### src/design/uie_regs.vh
// Register offset, field positions, reset values and encodings for the IN endpoint control/status block.
// Assumes a 16-bit register reached over a plain address/strobe port.
`ifndef UIE_REGS_VH
`define UIE_REGS_VH

`define UIE_ADDR_W          12
`define UIE_CTRL_STAT_ADDR  12'h298
`define UIE_DATA_W          16

`define UIE_FILL_A_POS      0
`define UIE_FILL_B_POS      1
`define UIE_STARVE_POS      2
`define UIE_LOAD_DONE_POS   3
`define UIE_STARVE_CLR_POS  4
`define UIE_TOGGLE_RST_POS  5
`define UIE_DISCARD_POS     6
`define UIE_RATE_FB_POS     7
`define UIE_TIMED_POS       8
`define UIE_HALT_POS        9
`define UIE_AUTO_READY_POS  10

`define UIE_FILL_EMPTY      2'h0
`define UIE_FILL_ONE_DBL    2'h1
`define UIE_FILL_FULL       2'h3
`define UIE_FILL_RESET      2'h3

`define UIE_CFG_RESET       4'h0

`define UIE_HS_NONE         2'h0
`define UIE_HS_DATA         2'h1
`define UIE_HS_NAK          2'h2
`define UIE_HS_STALL        2'h3

`define UIE_PKT_W           11

`endif

### src/design/uie_in_endpoint.v
// Control and status logic for one non-zero USB IN endpoint.
// Assumes the protocol engine gives one-cycle pulses for IN token start and packet sent.
// What this block does
// - Flush with one set queued empties the transmit buffer
// - Flush with two sets queued discards only the older set
// - Flush updates buffer status exactly like a successful transmission
// - Rate-feedback select bit 1 picks rate feedback interrupt behaviour
// - Isochronous select bit 1 makes the endpoint isochronous
// - While halt bit set every IN transaction gets STALL
// - Auto ready marks a set loaded only at max packet or buffer size
// - Status 00 empty; double 01 one, 11 two; single 11 one
// - Underrun flag sticks at 1 until software clears it
// - Writing 1 to load-done registers one set; 0 does nothing
// - Writing 1 to underrun-clear resets the flag; 0 does nothing
// - Writing 1 to toggle-reset makes next data PID DATA0
// - Toggle reset also resets the transmit FIFO pointers
// - Isochronous IN token with empty buffer sets underrun flag
// - Status bits are 1 after reset, 0 when endpoint gets enabled
//
// Added by the designer: the plain strobed port.
`timescale 1ns/10ps
`default_nettype none
`include "uie_regs.vh"

module uie_in_endpoint (
  input  wire                      clk_sys,
  input  wire                      reset,
  input  wire [`UIE_ADDR_W-1:0]    reg_addr,
  input  wire [`UIE_DATA_W-1:0]    reg_wdata,
  input  wire                      reg_wr,
  input  wire                      reg_rd,
  output reg  [`UIE_DATA_W-1:0]    reg_rdata,
  input  wire                      ep_enable,
  input  wire                      double_buffer,
  input  wire                      continuous_mode,
  input  wire [`UIE_PKT_W-1:0]     max_packet_size,
  input  wire [`UIE_PKT_W-1:0]     buffer_size,
  input  wire                      fifo_byte_wr,
  input  wire                      in_token_start,
  input  wire                      pkt_sent_ok,
  output reg  [1:0]                handshake_sel,
  output reg                       handshake_valid,
  output reg                       data_pid_odd,
  output reg                       fifo_ptr_reset,
  output reg                       rate_feedback_select,
  output reg                       timed_stream_mode,
  output reg                       tx_busy
);

  reg [1:0]             fill_q;
  reg [1:0]             fill_d;
  reg                   starve_q;
  reg                   toggle_q;
  reg                   rate_fb_q;
  reg                   timed_q;
  reg                   halt_q;
  reg                   auto_ready_q;
  reg                   enable_q;
  reg [`UIE_PKT_W-1:0]  load_cnt_q;

  wire reg_hit  = (reg_addr == `UIE_CTRL_STAT_ADDR);
  wire wr_hit   = reg_wr & reg_hit;
  // reserved bits are simply ignored on write
  wire cmd_load    = wr_hit & reg_wdata[`UIE_LOAD_DONE_POS];
  wire cmd_stclr   = wr_hit & reg_wdata[`UIE_STARVE_CLR_POS];
  wire cmd_toggle  = wr_hit & reg_wdata[`UIE_TOGGLE_RST_POS];
  wire cmd_discard = wr_hit & reg_wdata[`UIE_DISCARD_POS];

  wire fill_empty = (fill_q == `UIE_FILL_EMPTY);
  wire [`UIE_PKT_W-1:0] auto_target = continuous_mode ? buffer_size : max_packet_size;
  wire [`UIE_PKT_W-1:0] load_cnt_inc = load_cnt_q + {{(`UIE_PKT_W-1){1'b0}}, 1'b1};
  wire auto_load = auto_ready_q & fifo_byte_wr & (load_cnt_inc == auto_target);
  wire add_set   = cmd_load | auto_load;
  // Transmit success and flush take the same path
  wire sent_ok   = pkt_sent_ok & ~fill_empty;
  wire drop_set  = sent_ok | (cmd_discard & ~fill_empty);
  wire en_rise   = ep_enable & ~enable_q;

  // Buffer status counter in documented encoding
  always @* begin
    fill_d = fill_q;
    if (add_set & ~drop_set) begin
      if (fill_empty)
        fill_d = double_buffer ? `UIE_FILL_ONE_DBL : `UIE_FILL_FULL;
      else
        fill_d = `UIE_FILL_FULL;
    end else if (drop_set & ~add_set) begin
      if (double_buffer & (fill_q == `UIE_FILL_FULL))
        fill_d = `UIE_FILL_ONE_DBL;
      else
        fill_d = `UIE_FILL_EMPTY;
    end
  end

  // Next values, one decoder per register
  reg                   starve_d;
  reg                   toggle_d;
  reg                   rate_fb_d;
  reg                   timed_d;
  reg                   halt_d;
  reg                   auto_ready_d;
  reg [`UIE_PKT_W-1:0]  load_cnt_d;
  reg [1:0]             hs_sel_d;
  reg                   tx_busy_d;
  reg                   pid_odd_d;
  reg [`UIE_DATA_W-1:0] rd_word_d;

  // Every write to the register reloads all four settings
  always @* begin
    rate_fb_d    = rate_fb_q;
    timed_d      = timed_q;
    halt_d       = halt_q;
    auto_ready_d = auto_ready_q;
    if (wr_hit) begin
      rate_fb_d    = reg_wdata[`UIE_RATE_FB_POS];
      timed_d      = reg_wdata[`UIE_TIMED_POS];
      halt_d       = reg_wdata[`UIE_HALT_POS];
      auto_ready_d = reg_wdata[`UIE_AUTO_READY_POS];
    end
  end

  // Underrun detection wins over a clear in the same cycle
  always @* begin
    starve_d = starve_q;
    if (timed_q & in_token_start & fill_empty)
      starve_d = 1'b1;
    else if (cmd_stclr)
      starve_d = 1'b0;
  end

  // Pointer reset wins over a flip from a finished send
  always @* begin
    toggle_d = toggle_q;
    if (cmd_toggle)
      toggle_d = 1'b0;
    else if (sent_ok & ~halt_q)
      toggle_d = ~toggle_q;
  end

  // Byte count restarts on each registered set or pointer reset
  always @* begin
    load_cnt_d = load_cnt_q;
    if (cmd_toggle | add_set)
      load_cnt_d = {`UIE_PKT_W{1'b0}};
    else if (fifo_byte_wr)
      load_cnt_d = load_cnt_inc;
  end

  // Halt outranks an empty buffer; rate feedback uses the same path
  always @* begin
    hs_sel_d = handshake_sel;
    if (in_token_start) begin
      if (halt_q)
        hs_sel_d = `UIE_HS_STALL;
      else if (fill_empty)
        hs_sel_d = `UIE_HS_NAK;
      else
        hs_sel_d = `UIE_HS_DATA;
    end
  end

  // Undefined if a flush lands mid-packet, firmware avoids it
  always @* begin
    tx_busy_d = tx_busy;
    if (in_token_start & ~halt_q & ~fill_empty)
      tx_busy_d = 1'b1;
    else if (pkt_sent_ok)
      tx_busy_d = 1'b0;
  end

  // A pointer reset shows DATA0 at once, in the same cycle as the toggle register, not one cycle behind it
  always @* begin
    pid_odd_d = toggle_q;
    if (cmd_toggle)
      pid_odd_d = 1'b0;
  end

  // Command and reserved bits always read 0
  always @* begin
    rd_word_d = {`UIE_DATA_W{1'b0}};
    if (reg_rd & reg_hit) begin
      rd_word_d[`UIE_FILL_A_POS]     = fill_q[0];
      rd_word_d[`UIE_FILL_B_POS]     = fill_q[1];
      rd_word_d[`UIE_STARVE_POS]     = starve_q;
      rd_word_d[`UIE_RATE_FB_POS]    = rate_fb_q;
      rd_word_d[`UIE_TIMED_POS]      = timed_q;
      rd_word_d[`UIE_HALT_POS]       = halt_q;
      rd_word_d[`UIE_AUTO_READY_POS] = auto_ready_q;
    end
  end

  // Enabling the endpoint overrides any status update
  always @(posedge clk_sys) begin
    if (reset) begin
      fill_q <= `UIE_FILL_RESET;
    end else if (en_rise) begin
      fill_q <= `UIE_FILL_EMPTY;
    end else begin
      fill_q <= fill_d;
    end
  end

  // Idles low like a disabled endpoint, so no false edge after reset
  always @(posedge clk_sys) begin
    if (reset) begin
      enable_q <= 1'b0;
    end else begin
      enable_q <= ep_enable;
    end
  end

  always @(posedge clk_sys) begin
    if (reset) begin
      rate_fb_q <= 1'b0;
    end else begin
      rate_fb_q <= rate_fb_d;
    end
  end

  always @(posedge clk_sys) begin
    if (reset) begin
      timed_q <= 1'b0;
    end else begin
      timed_q <= timed_d;
    end
  end

  // Held until firmware writes it again
  always @(posedge clk_sys) begin
    if (reset) begin
      halt_q <= 1'b0;
    end else begin
      halt_q <= halt_d;
    end
  end

  always @(posedge clk_sys) begin
    if (reset) begin
      auto_ready_q <= 1'b0;
    end else begin
      auto_ready_q <= auto_ready_d;
    end
  end

  always @(posedge clk_sys) begin
    if (reset) begin
      starve_q <= 1'b0;
    end else begin
      starve_q <= starve_d;
    end
  end

  always @(posedge clk_sys) begin
    if (reset) begin
      toggle_q <= 1'b0;
    end else begin
      toggle_q <= toggle_d;
    end
  end

  always @(posedge clk_sys) begin
    if (reset) begin
      load_cnt_q <= {`UIE_PKT_W{1'b0}};
    end else begin
      load_cnt_q <= load_cnt_d;
    end
  end

  // Answer flag stands one cycle after each token
  always @(posedge clk_sys) begin
    if (reset) begin
      handshake_valid <= 1'b0;
    end else begin
      handshake_valid <= in_token_start;
    end
  end

  // Handshake code holds until the next token
  always @(posedge clk_sys) begin
    if (reset) begin
      handshake_sel <= `UIE_HS_NONE;
    end else begin
      handshake_sel <= hs_sel_d;
    end
  end

  // Busy from a DATA answer until the send completes
  always @(posedge clk_sys) begin
    if (reset) begin
      tx_busy <= 1'b0;
    end else begin
      tx_busy <= tx_busy_d;
    end
  end

  always @(posedge clk_sys) begin
    if (reset) begin
      data_pid_odd <= 1'b0;
    end else begin
      data_pid_odd <= pid_odd_d;
    end
  end

  // One-cycle pulse, the FIFO pointers restart from it
  always @(posedge clk_sys) begin
    if (reset) begin
      fifo_ptr_reset <= 1'b0;
    end else begin
      fifo_ptr_reset <= cmd_toggle;
    end
  end

  // Copies lag the setting by one cycle
  always @(posedge clk_sys) begin
    if (reset) begin
      rate_feedback_select <= 1'b0;
    end else begin
      rate_feedback_select <= rate_fb_q;
    end
  end

  always @(posedge clk_sys) begin
    if (reset) begin
      timed_stream_mode <= 1'b0;
    end else begin
      timed_stream_mode <= timed_q;
    end
  end

  // Read data stand for one cycle only
  always @(posedge clk_sys) begin
    if (reset) begin
      reg_rdata <= {`UIE_DATA_W{1'b0}};
    end else begin
      reg_rdata <= rd_word_d;
    end
  end

endmodule
`default_nettype wire

### config.mk
export PLATFORM = sky130hd
export DESIGN_NAME = uie_in_endpoint
export DESIGN_NICKNAME = d
export VERILOG_FILES = /design/src/design/uie_in_endpoint.v
export VERILOG_INCLUDE_DIRS = /design/src /design/src/design
export SDC_FILE = /design/constraint.sdc
export NUM_CORES = 1
export LEC_CHECK = 0
export ABC_AREA = 1
export BUFFER_PORTS_ARGS = -buffer_cell sky130_fd_sc_hd__buf_2
export CAP_MARGIN = 5
export CORE_UTILIZATION = 25
export CTS_BUF_LIST = sky130_fd_sc_hd__clkbuf_8
export CTS_CLUSTER_DIAMETER = 60
export DETAILED_ROUTE_END_ITERATION = 6
export GPL_ROUTABILITY_DRIVEN = 0
export MAX_ROUTING_LAYER = met4
export PLACE_DENSITY = 0.55
export SLEW_MARGIN = 30
export SYNTH_ARGS = -nofsm -noshare
export SYNTH_HDL_FRONTEND = slang
export SYNTH_SLANG_ARGS = --single-unit
### constraint.sdc
create_clock -name clk_sys -period 5.2 [get_ports clk_sys]
set_clock_uncertainty 0.05 [all_clocks]
set_input_delay 1.04 -clock clk_sys [delete_from_list [all_inputs] [get_ports clk_sys]]
set_output_delay 1.04 -clock clk_sys [all_outputs]
set_load 0.05 [all_outputs]
## After elaboration in Yosys (flattened, before gate mapping)

Cells that the tools add are included.

| storage, ports and cells | value |
|---|---|
| register bits after elaboration | 44 |
| bits of input ports | 60 |
| output and inout bits | 24 |
| word-level logic and storage cells | 71 |

| cells by class | value |
|---|---|
| $add $sub $neg | 1 |
| eq/ne operators | 3 |
| mux-type cells | 13 |
| bitwise operators | 29 |
| reduce and logical (&&, ||, !) cells | 7 |

Operator list:

| operator | count |
|---|---|
| AND 1 bit | 19 |
| two-way mux 2 bit | 7 |
| == test 12 x 10 -> 1 bit (second input constant) | 1 |
| adder 11 x 1 -> 11 bit (second input constant) | 1 |
| == test 11 bit | 1 |
| two-way mux 11 bit | 1 |
| NOT 1 bit | 7 |
| OR reduction 2 bit | 3 |
| two-way mux 1 bit | 5 |
| nonzero test 2 bit | 2 |
| OR 1 bit | 3 |
| nonzero test 3 bit | 1 |
| == test 2 bit (second input constant) | 1 |
| logical NOT 2 bit | 1 |

## Longest topological paths before layout

Gate-level depths: netlist (run 1).

| depth | value |
|---|---|
| depth after elaboration | 9 |
| mapped depth | 16 |

## Least setup slack after synthesis (run 1)

Ideal clock, no wire load.

| path | value |
|---|---|
| path kind | input to register |
| start | in reg_addr[8] |
| end | reg load_cnt_q[10] |
| arrival time | 2.172 ns |
| required time | 5.009 ns |
| path slack | 2.838 ns |
| stages on the path | 7 |
| path through | nor4_1 > nand2_1 > nor2_1 > nand2_1 > nand4_2 > buf_6 > a211oi_2 |

| on the way | value |
|---|---|
| longest elaborated chain between the ends | 6 |

Ends and longest elaborated chain:

| element | RTL line | RTL |
|---|---|---|
| from (decl) | uie_in_endpoint.v:28 | `` input wire [`UIE_ADDR_W-1:0] reg_addr, `` |
| == test 12 x 10 -> 1 bit (no line) * | - |  |
| AND 1 bit * | uie_in_endpoint.v:62 | `wire wr_hit = reg_wr & reg_hit;` |
| AND 1 bit | uie_in_endpoint.v:64 | `` wire cmd_load = wr_hit & reg_wdata[`UIE_LOAD_DONE_POS]; `` |
| OR 1 bit | uie_in_endpoint.v:73 | `wire add_set = cmd_load \| auto_load;` |
| OR 1 bit * | uie_in_endpoint.v:143 | `if (cmd_toggle \| add_set)` |
| OR reduction 2 bit (no line) * | - |  |
| to (signal assigned) | uie_in_endpoint.v:263 | `` load_cnt_q <= {`UIE_PKT_W{1'b0}}; `` |
| to (signal assigned) | uie_in_endpoint.v:265 | `load_cnt_q <= load_cnt_d;` |
| to (decl) | uie_in_endpoint.v:59 | `` reg [`UIE_PKT_W-1:0] load_cnt_q; `` |

Mark *: on every way between the ends. The rest lies on a longest branch, timed or not.
A chain may end at the register's enable or synchronous reset.

## Worst setup path in the final report (run 1)

| path | value |
|---|---|
| start | in continuous_mode |
| end | reg load_cnt_q[1] |

| on the way | value |
|---|---|
| longest elaborated chain between the ends | 6 |

Ends and longest elaborated chain:

| element | RTL line | RTL |
|---|---|---|
| from (decl) | uie_in_endpoint.v:35 | `input wire continuous_mode,` |
| two-way mux 11 bit | uie_in_endpoint.v:70 | `` wire [`UIE_PKT_W-1:0] auto_target = continuous_mode ? buffer_size : max_packet_size; `` |
| == test 11 bit | uie_in_endpoint.v:72 | `wire auto_load = auto_ready_q & fifo_byte_wr & (load_cnt_inc == auto_target);` |
| AND 1 bit | uie_in_endpoint.v:72 |  |
| OR 1 bit | uie_in_endpoint.v:73 |  |
| OR 1 bit | uie_in_endpoint.v:143 |  |
| OR reduction 2 bit (no line) | - |  |

No other way between the ends.

==> results.toml, run 1 <==
[outcome]
status = "completed"

[setup_path]
setup.worst_path.start_class = "input port"
cp.arrival_ps = 2810
crit_type = "in -> reg"
worst_setup_path_end_kind = "flip-flop"
worstPathRequired_ps = 5340
worst-path-max-fanout = 14

[clock_network]
post_cts_buffers = 0
cts_max_level = 2
cts_resized = 0
clk_pin_slew_ps = 70
ctsHoldBuffers = 0
clkLatencyLatePin_ps = 290
cts_buffers = 5
cts_root_buf = "clkbuf_8"
cts_sinks = 35
cts_tree = "done"
clockBufferDepth = 2

[floorplan]
io_pins = 84
die_y_um = 92.4
die_area_mm2 = 0.00854
rows = 32
coreArea_mm2 = 0.00781
fp.dieW_um = 92.4
start_util_pct = 26.2

[yosys]
synthSimpleGateAreaFrac_pct = 38.7
synth-compound-area-share_pct = 12.8
synth_top_family_by_area = "simple AND/OR/NAND/NOR gates"
synth_cells = 311
syn_avg_cell_area_um2 = 6.57
synth-xor-area-share_pct = 0
synth_edf_count = 0
postSynth.asyncResetShare_pct = 0
synthMuxAreaShare_pct = 0
synth-main-ff-cell = "dfxtp_1"
synthAdderAreaFrac_pct = 0.612
ys_warn_count = 0
synth_area_mm2 = 0.00204
ys_ff_latch = 35
ys_seq_area_share_pct = 34.3
ys_types = 29

[pwr]
power_density_mw_per_mm2 = 238
cellLeakagePower_nw = 1.24
ir_drop_v = 0.000105
power_mw = 0.596

[route]
wl_per_cell_um = 10.3
antenna_left = 0
num_vias = 2089
drt-total-wl_mm = 4.95
drc = 0
drt-pass1-iter-count = 4
viasPerCell = 4.36
drt_iter0_markers = 66

[sta]
slew_viol_final = 0
fin_crit_sh_pct = 51.3
min_period_ps = 2670
fin_tns_setup_ps = 0
final-hold-violation-count = 0
finalSetupViolCount = 0
fmaxAchievable_ghz = 0.375
rsz0062_at_grt = "false"

[grt]
grt_max_degree = 15
grt_pass1_vias = 1968
overflow = 0
grt_pass1_wl_mm = 8.47
globalRouteTotalUtil_pct = 12.9
grt_antenna_before_repair = 0

[worst_hold_path]
hp-class = "reg -> reg"

[placed_design]
dp_hpwl_mm = 3.85
portBuffers = 66

[finish]
mostFrequentLayoutCells = "nand2_1, buf_2, inv_1"
fillCellCount = 855
final_common_cell = "nand2_1"
drive_gt1_share_pct = 25.7
area_growth_pct = 22.4
diodes = 0
fin_nets = 437

[job]
drv_cap = 0
-- flip-flops by register name, indices dropped and copies added, names as in the netlist --
register	cells
auto_ready_q	1
rate_feedback_select	1
timed_q	1
enable_q	1
reg_rdata	7
fifo_ptr_reset	1
timed_stream_mode	1
load_cnt_q	11
handshake_sel	2
starve_q	1
halt_q	1
data_pid_odd	1
tx_busy	1
rate_fb_q	1
fill_q	2
handshake_valid	1
toggle_q	1
-- kinds of logic after synthesis --
group,after synthesis
AOI/OAI and AO/OA,37
adders and majority gates,1
buffers and inverters,59
DFF,35
other,1
and+or+nand+nor,178
-- final timing paths --
path                                            startpoint                          to  slack, ps  depth (start not counted)
worst max-delay path                       continuous_mode  load_cnt_q[1]$_SDFFE_PP0P_       2530                         10
worst min-delay path                 starve_q$_SDFFE_PP0P_     reg_rdata[2]$_SDFF_PP0_        390                          2
worst max register to register  load_cnt_q[0]$_SDFFE_PP0P_  load_cnt_q[1]$_SDFFE_PP0P_       2850                         11
worst min register to register       starve_q$_SDFFE_PP0P_     reg_rdata[2]$_SDFF_PP0_        390                          2
-- layer usage --
metal | GRT usage, % | part of all wire, % | vias to the layer above
met4 | 5.21 | 1.8 | 0
met3 | 3.69 | 7.4 | 8
met2 | 20.9 | 42 | 77
met1 | 15.1 | 49 | 908
met5 | - | 0 | -
li1 | - | - | 1096
-- synthesized netlist by cell type (2+ instances only) --
| cell | count | area, µm² |
|---|---|---|
| nor3_1 | 2 | 10.0 |
| o21ai_0 | 11 | 55.1 |
| nand2_2 | 7 | 43.8 |
| a21oi_1 | 12 | 60.1 |
| inv_1 | 42 | 158 |
| nand2_1 | 88 | 330 |
| nand3_1 | 23 | 115 |
| buf_4 | 10 | 75.1 |
| nor2_2 | 3 | 18.8 |
| o21ai_1 | 2 | 10.0 |
| clkbuf_1 | 4 | 15.0 |
| nor2_1 | 38 | 143 |
| nand3_2 | 2 | 20.0 |
| dfxtp_1 | 35 | 701 |
| nand4_1 | 5 | 31.3 |
| buf_6 | 2 | 22.5 |
| nand3b_1 | 4 | 30.0 |
| a211oi_2 | 9 | 113 |
| or2_0 | 2 | 12.5 |
-- cell type report --
type	instances	area (µm²)	share of cell area (%)
multi-input combinational	225	1100	43.9
sequential	35	701	28.0
timing repair buffer	66	330	13.2
inverter	43	161	6.46
tap	102	128	5.11
clock buffer	5	68.8	2.75
clock inverter	3	12.5	0.501
-- power breakdown --
| part | leakage [nW] | internal [mW] | total [mW] | switching [mW] |
|---|---|---|---|---|
| clock network | 0.0505 | 0.0901 | 0.188 | 0.0979 |
| registers | 0.287 | 0.279 | 0.288 | 0.00943 |
| logic | 0.907 | 0.0413 | 0.120 | 0.0785 |
| total | 1.24 | 0.410 | 0.596 | 0.186 |
-- metrics by stage --
| step | setup slack (ps) | instance area [µm²] | hold WS (ps) | utilization (%) | instances |
|---|---|---|---|---|---|
| CTS | 2550 | 2500 | 390 | 32.0 | 479 |
| global route | 2360 | 2500 | 412 | 32.0 | 479 |
| finish | 2530 | 2500 | 388 | 32.0 | 479 |
| global placement | 2320 | 2420 | 375 | 31.0 | 471 |
| detailed placement | 2250 | 2420 | 375 | 31.0 | 471 |
| floorplan | 2840 | 2070 | 358 | - | 319 |
-- worst max-delay path: stages --
cell	delay (ps)
buf_2	220
inv_2	150
or2_0	220
o21ai_0	130
inv_1	90
nand3_1	90
a21oi_1	80
nand3_2	130
nand4_2	360
a211oi_1	300
Note: power is estimated with default switching activity, not from simulation.
==> run 2, diff against run 1 <==
--- a/config.mk
+++ b/config.mk
@@ -15,7 +15,7 @@
 export DETAILED_ROUTE_END_ITERATION = 6
 export GPL_ROUTABILITY_DRIVEN = 0
 export MAX_ROUTING_LAYER = met4
-export PLACE_DENSITY = 0.55
+export PLACE_DENSITY = 0.57
 export SLEW_MARGIN = 30
 export SYNTH_ARGS = -nofsm -noshare
 export SYNTH_HDL_FRONTEND = slang
==> constraint.sdc (replaced) <==
create_clock -name clk_sys -period 2.45 [get_ports clk_sys]
set_clock_uncertainty 0.05 [all_clocks]
set_input_delay 0.49 -clock clk_sys [delete_from_list [all_inputs] [get_ports clk_sys]]
set_output_delay 0.49 -clock clk_sys [all_outputs]
set_load 0.05 [all_outputs]
==> run 2 against run 1 <==
Net effect:
- routed wire length grew 1.7%
- non-clock buffer count rose by 4
- sequential cell count unchanged
- die area unchanged
- register-to-register slack worse by 2600 ps
- count of clock-buffer cells in the layout increased by 1
- combinational power increased by 120%
- critical path type is now reg -> reg
- via count is 1.5% lower
==> results.toml, run 2 (synthesis results as in run 1) <==
[pwr]
power_mw = 1.41
internal-power_mw = 1.01
cellLeakagePower_nw = 1.28
p_comb_share_pct = 18.4
p_sw_share_pct = 28.2
power_density_mw_per_mm2 = 545
pwr-share-seq_pct = 43.4
ir_drop_v = 0.000263
clkPwrFrac_pct = 38.2
p_switching_mw = 0.397

[finish]
diodes = 0
final_util_pct = 33.2
top_regs = "load_cnt_q: 11 flops, reg_rdata: 7 flops"
drive_gt1_share_pct = 27.5
fillCellCount = 866
mostFrequentLayoutCells = "nand2_1, buf_2, inv_1"
area_growth_pct = 26.8
final_common_cell = "nand2_1"
fin_nets = 442
largest_register_ffs = 11
top_register = "load_cnt_q"
design_area_mm2 = 0.00259

[grt]
overflow = 0
globalRouteTotalUtil_pct = 12.4
grt_pass1_wl_mm = 8.14
grt_max_degree = 14
grt_pass1_vias = 1847
grt_antenna_before_repair = 0

[setup_path]
worst-path-max-fanout = 5
cpMostUsedCell = "nand2_1"
worstPathRequired_ps = 2580
crit_start = "load_cnt_q[0]$_SDFFE_PP0P_"
crit_family = "simple AND/OR/NAND/NOR gates"
cp.arrival_ps = 2280
setup.worst_path.end = "fill_q[0]$_SDFFE_PP1P_"
cp.buffers_inverters = 1
worst_setup_path_end_kind = "flip-flop"
setup.worst_path.start_class = "flip-flop"
cp_slowest_cell = "dfxtp_1"
crit_type = "reg -> reg"
worst-path-stages = 12
rrSetupSlack_ps = 300
reg2reg_to = "fill_q[0]$_SDFFE_PP1P_"
slowest_delay_ps = 430
path_cells = "ha_2, nand2_2, inv_1, nand4_1, nand2_1, nand2_1, a21oi_1, nand3_2, nand3_1, nand2_1, nand2_1, nand3_1"
reg2reg_depth = 12
r2r_start = "load_cnt_q[0]$_SDFFE_PP0P_"

[floorplan]
fp.dieW_um = 92.4
start_util_pct = 26.2
rows = 32
die_area_mm2 = 0.00854
io_pins = 84
die_y_um = 92.4
coreArea_mm2 = 0.00781

[route]
drt-pass1-iter-count = 4
drt_iter0_markers = 90
wl_per_cell_um = 10.4
drt-total-wl_mm = 5.04
antenna_left = 0
viasPerCell = 4.25
num_vias = 2057
drc = 0

[sta]
slew_viol_final = 0
rsz0062_at_grt = "false"
hold_slack_ps = 368
min_period_ps = 2150
fmaxAchievable_ghz = 0.465
final-hold-violation-count = 0
finalSetupViolCount = 0
fin_tns_setup_ps = 0
fin_crit_sh_pct = 87.8

[placed_design]
placed_cell_area_mm2 = 0.00245
dp_hpwl_mm = 3.89
portBuffers = 66

[clock_network]
clkLatencyLatePin_ps = 280
cts_buffers = 5
cts_root_buf = "clkbuf_8"
clockBufferDepth = 2
cts_sinks = 35
cts_tree = "done"
cts_max_level = 2
ctsHoldBuffers = 0
clk_pin_slew_ps = 70
post_cts_buffers = 0

[job]
drv_cap = 0

[worst_hold_path]
hp-class = "in -> reg"

[outcome]
status = "completed"
[run 2: worst min path at each step]
| stage | startpoint | endpoint | cells after the start |
|---|---|---|---|
| floorplan | starve_q$_SDFFE_PP0P_ | reg_rdata[2]$_SDFF_PP0_ | 2 |
| global placement | starve_q$_SDFFE_PP0P_ | reg_rdata[2]$_SDFF_PP0_ | 2 |
| detailed placement | starve_q$_SDFFE_PP0P_ | reg_rdata[2]$_SDFF_PP0_ | 2 |
| CTS | ep_enable | enable_q$_SDFF_PP0_ | 3 |
| global route | ep_enable | enable_q$_SDFF_PP0_ | 3 |
| finish | ep_enable | enable_q$_SDFF_PP0_ | 3 |
[run 2: area by class of cell]
cell class	instances	area [µm²]	area share, %
clock buffer	6	82.6	3.19
clock inverter	2	35.0	1.35
inverter	43	161	6.23
multi-input combinational	226	1120	43.3
sequential	35	701	27.1
tap	102	128	4.93
timing repair buffer	70	360	13.9
[run 2: per-stage QoR]
stage | setup WS (ps) | cells
6_report | 298 | 484
5_1_grt | 13.9 | 484
4_1_cts | 111 | 483
3_5_place_dp | 58.4 | 475
3_3_place_gp | 96.9 | 475
2_1_floorplan | 629 | 319
[run 2: metal layers]
| layer | up-vias | track usage [%] | routed length, µm |
|---|---|---|---|
| met4 | 0 | 3.13 | 51 |
| met3 | 6 | 4.19 | 410 |
| li1 | 1108 | - | - |
| met1 | 873 | 16.2 | 2510 |
| met5 | - | - | 0 |
| met2 | 70 | 18.4 | 2060 |
[run 2: timing repair]
| action | CTS | global route |
|---|---|---|
| endpoints found under the setup margin | 0 | 11 |
| resized for setup | 0 | 2 |
| hold endpoints to repair | 0 | 0 |
[run 2: power groups by stage]
stage | combinational, mW | sequential [mW] | clock, mW
floorplan | 0.178 | 0.640 | 0
global placement | 0.254 | 0.624 | 0
detailed placement | 0.258 | 0.624 | 0
CTS | 0.259 | 0.612 | 0.553
global route | 0.290 | 0.615 | 0.582
finish | 0.260 | 0.612 | 0.539
[run 2: worst register-to-register path: stages, from the launching register on]
cell and delay (ps):
dfxtp_1 430, ha_2 280, nand2_2 80, inv_1 130, nand4_1 130, nand2_1 130
nand2_1 60, a21oi_1 190, nand3_2 210, nand3_1 170, nand2_1 70, nand2_1 60
nand3_1 60
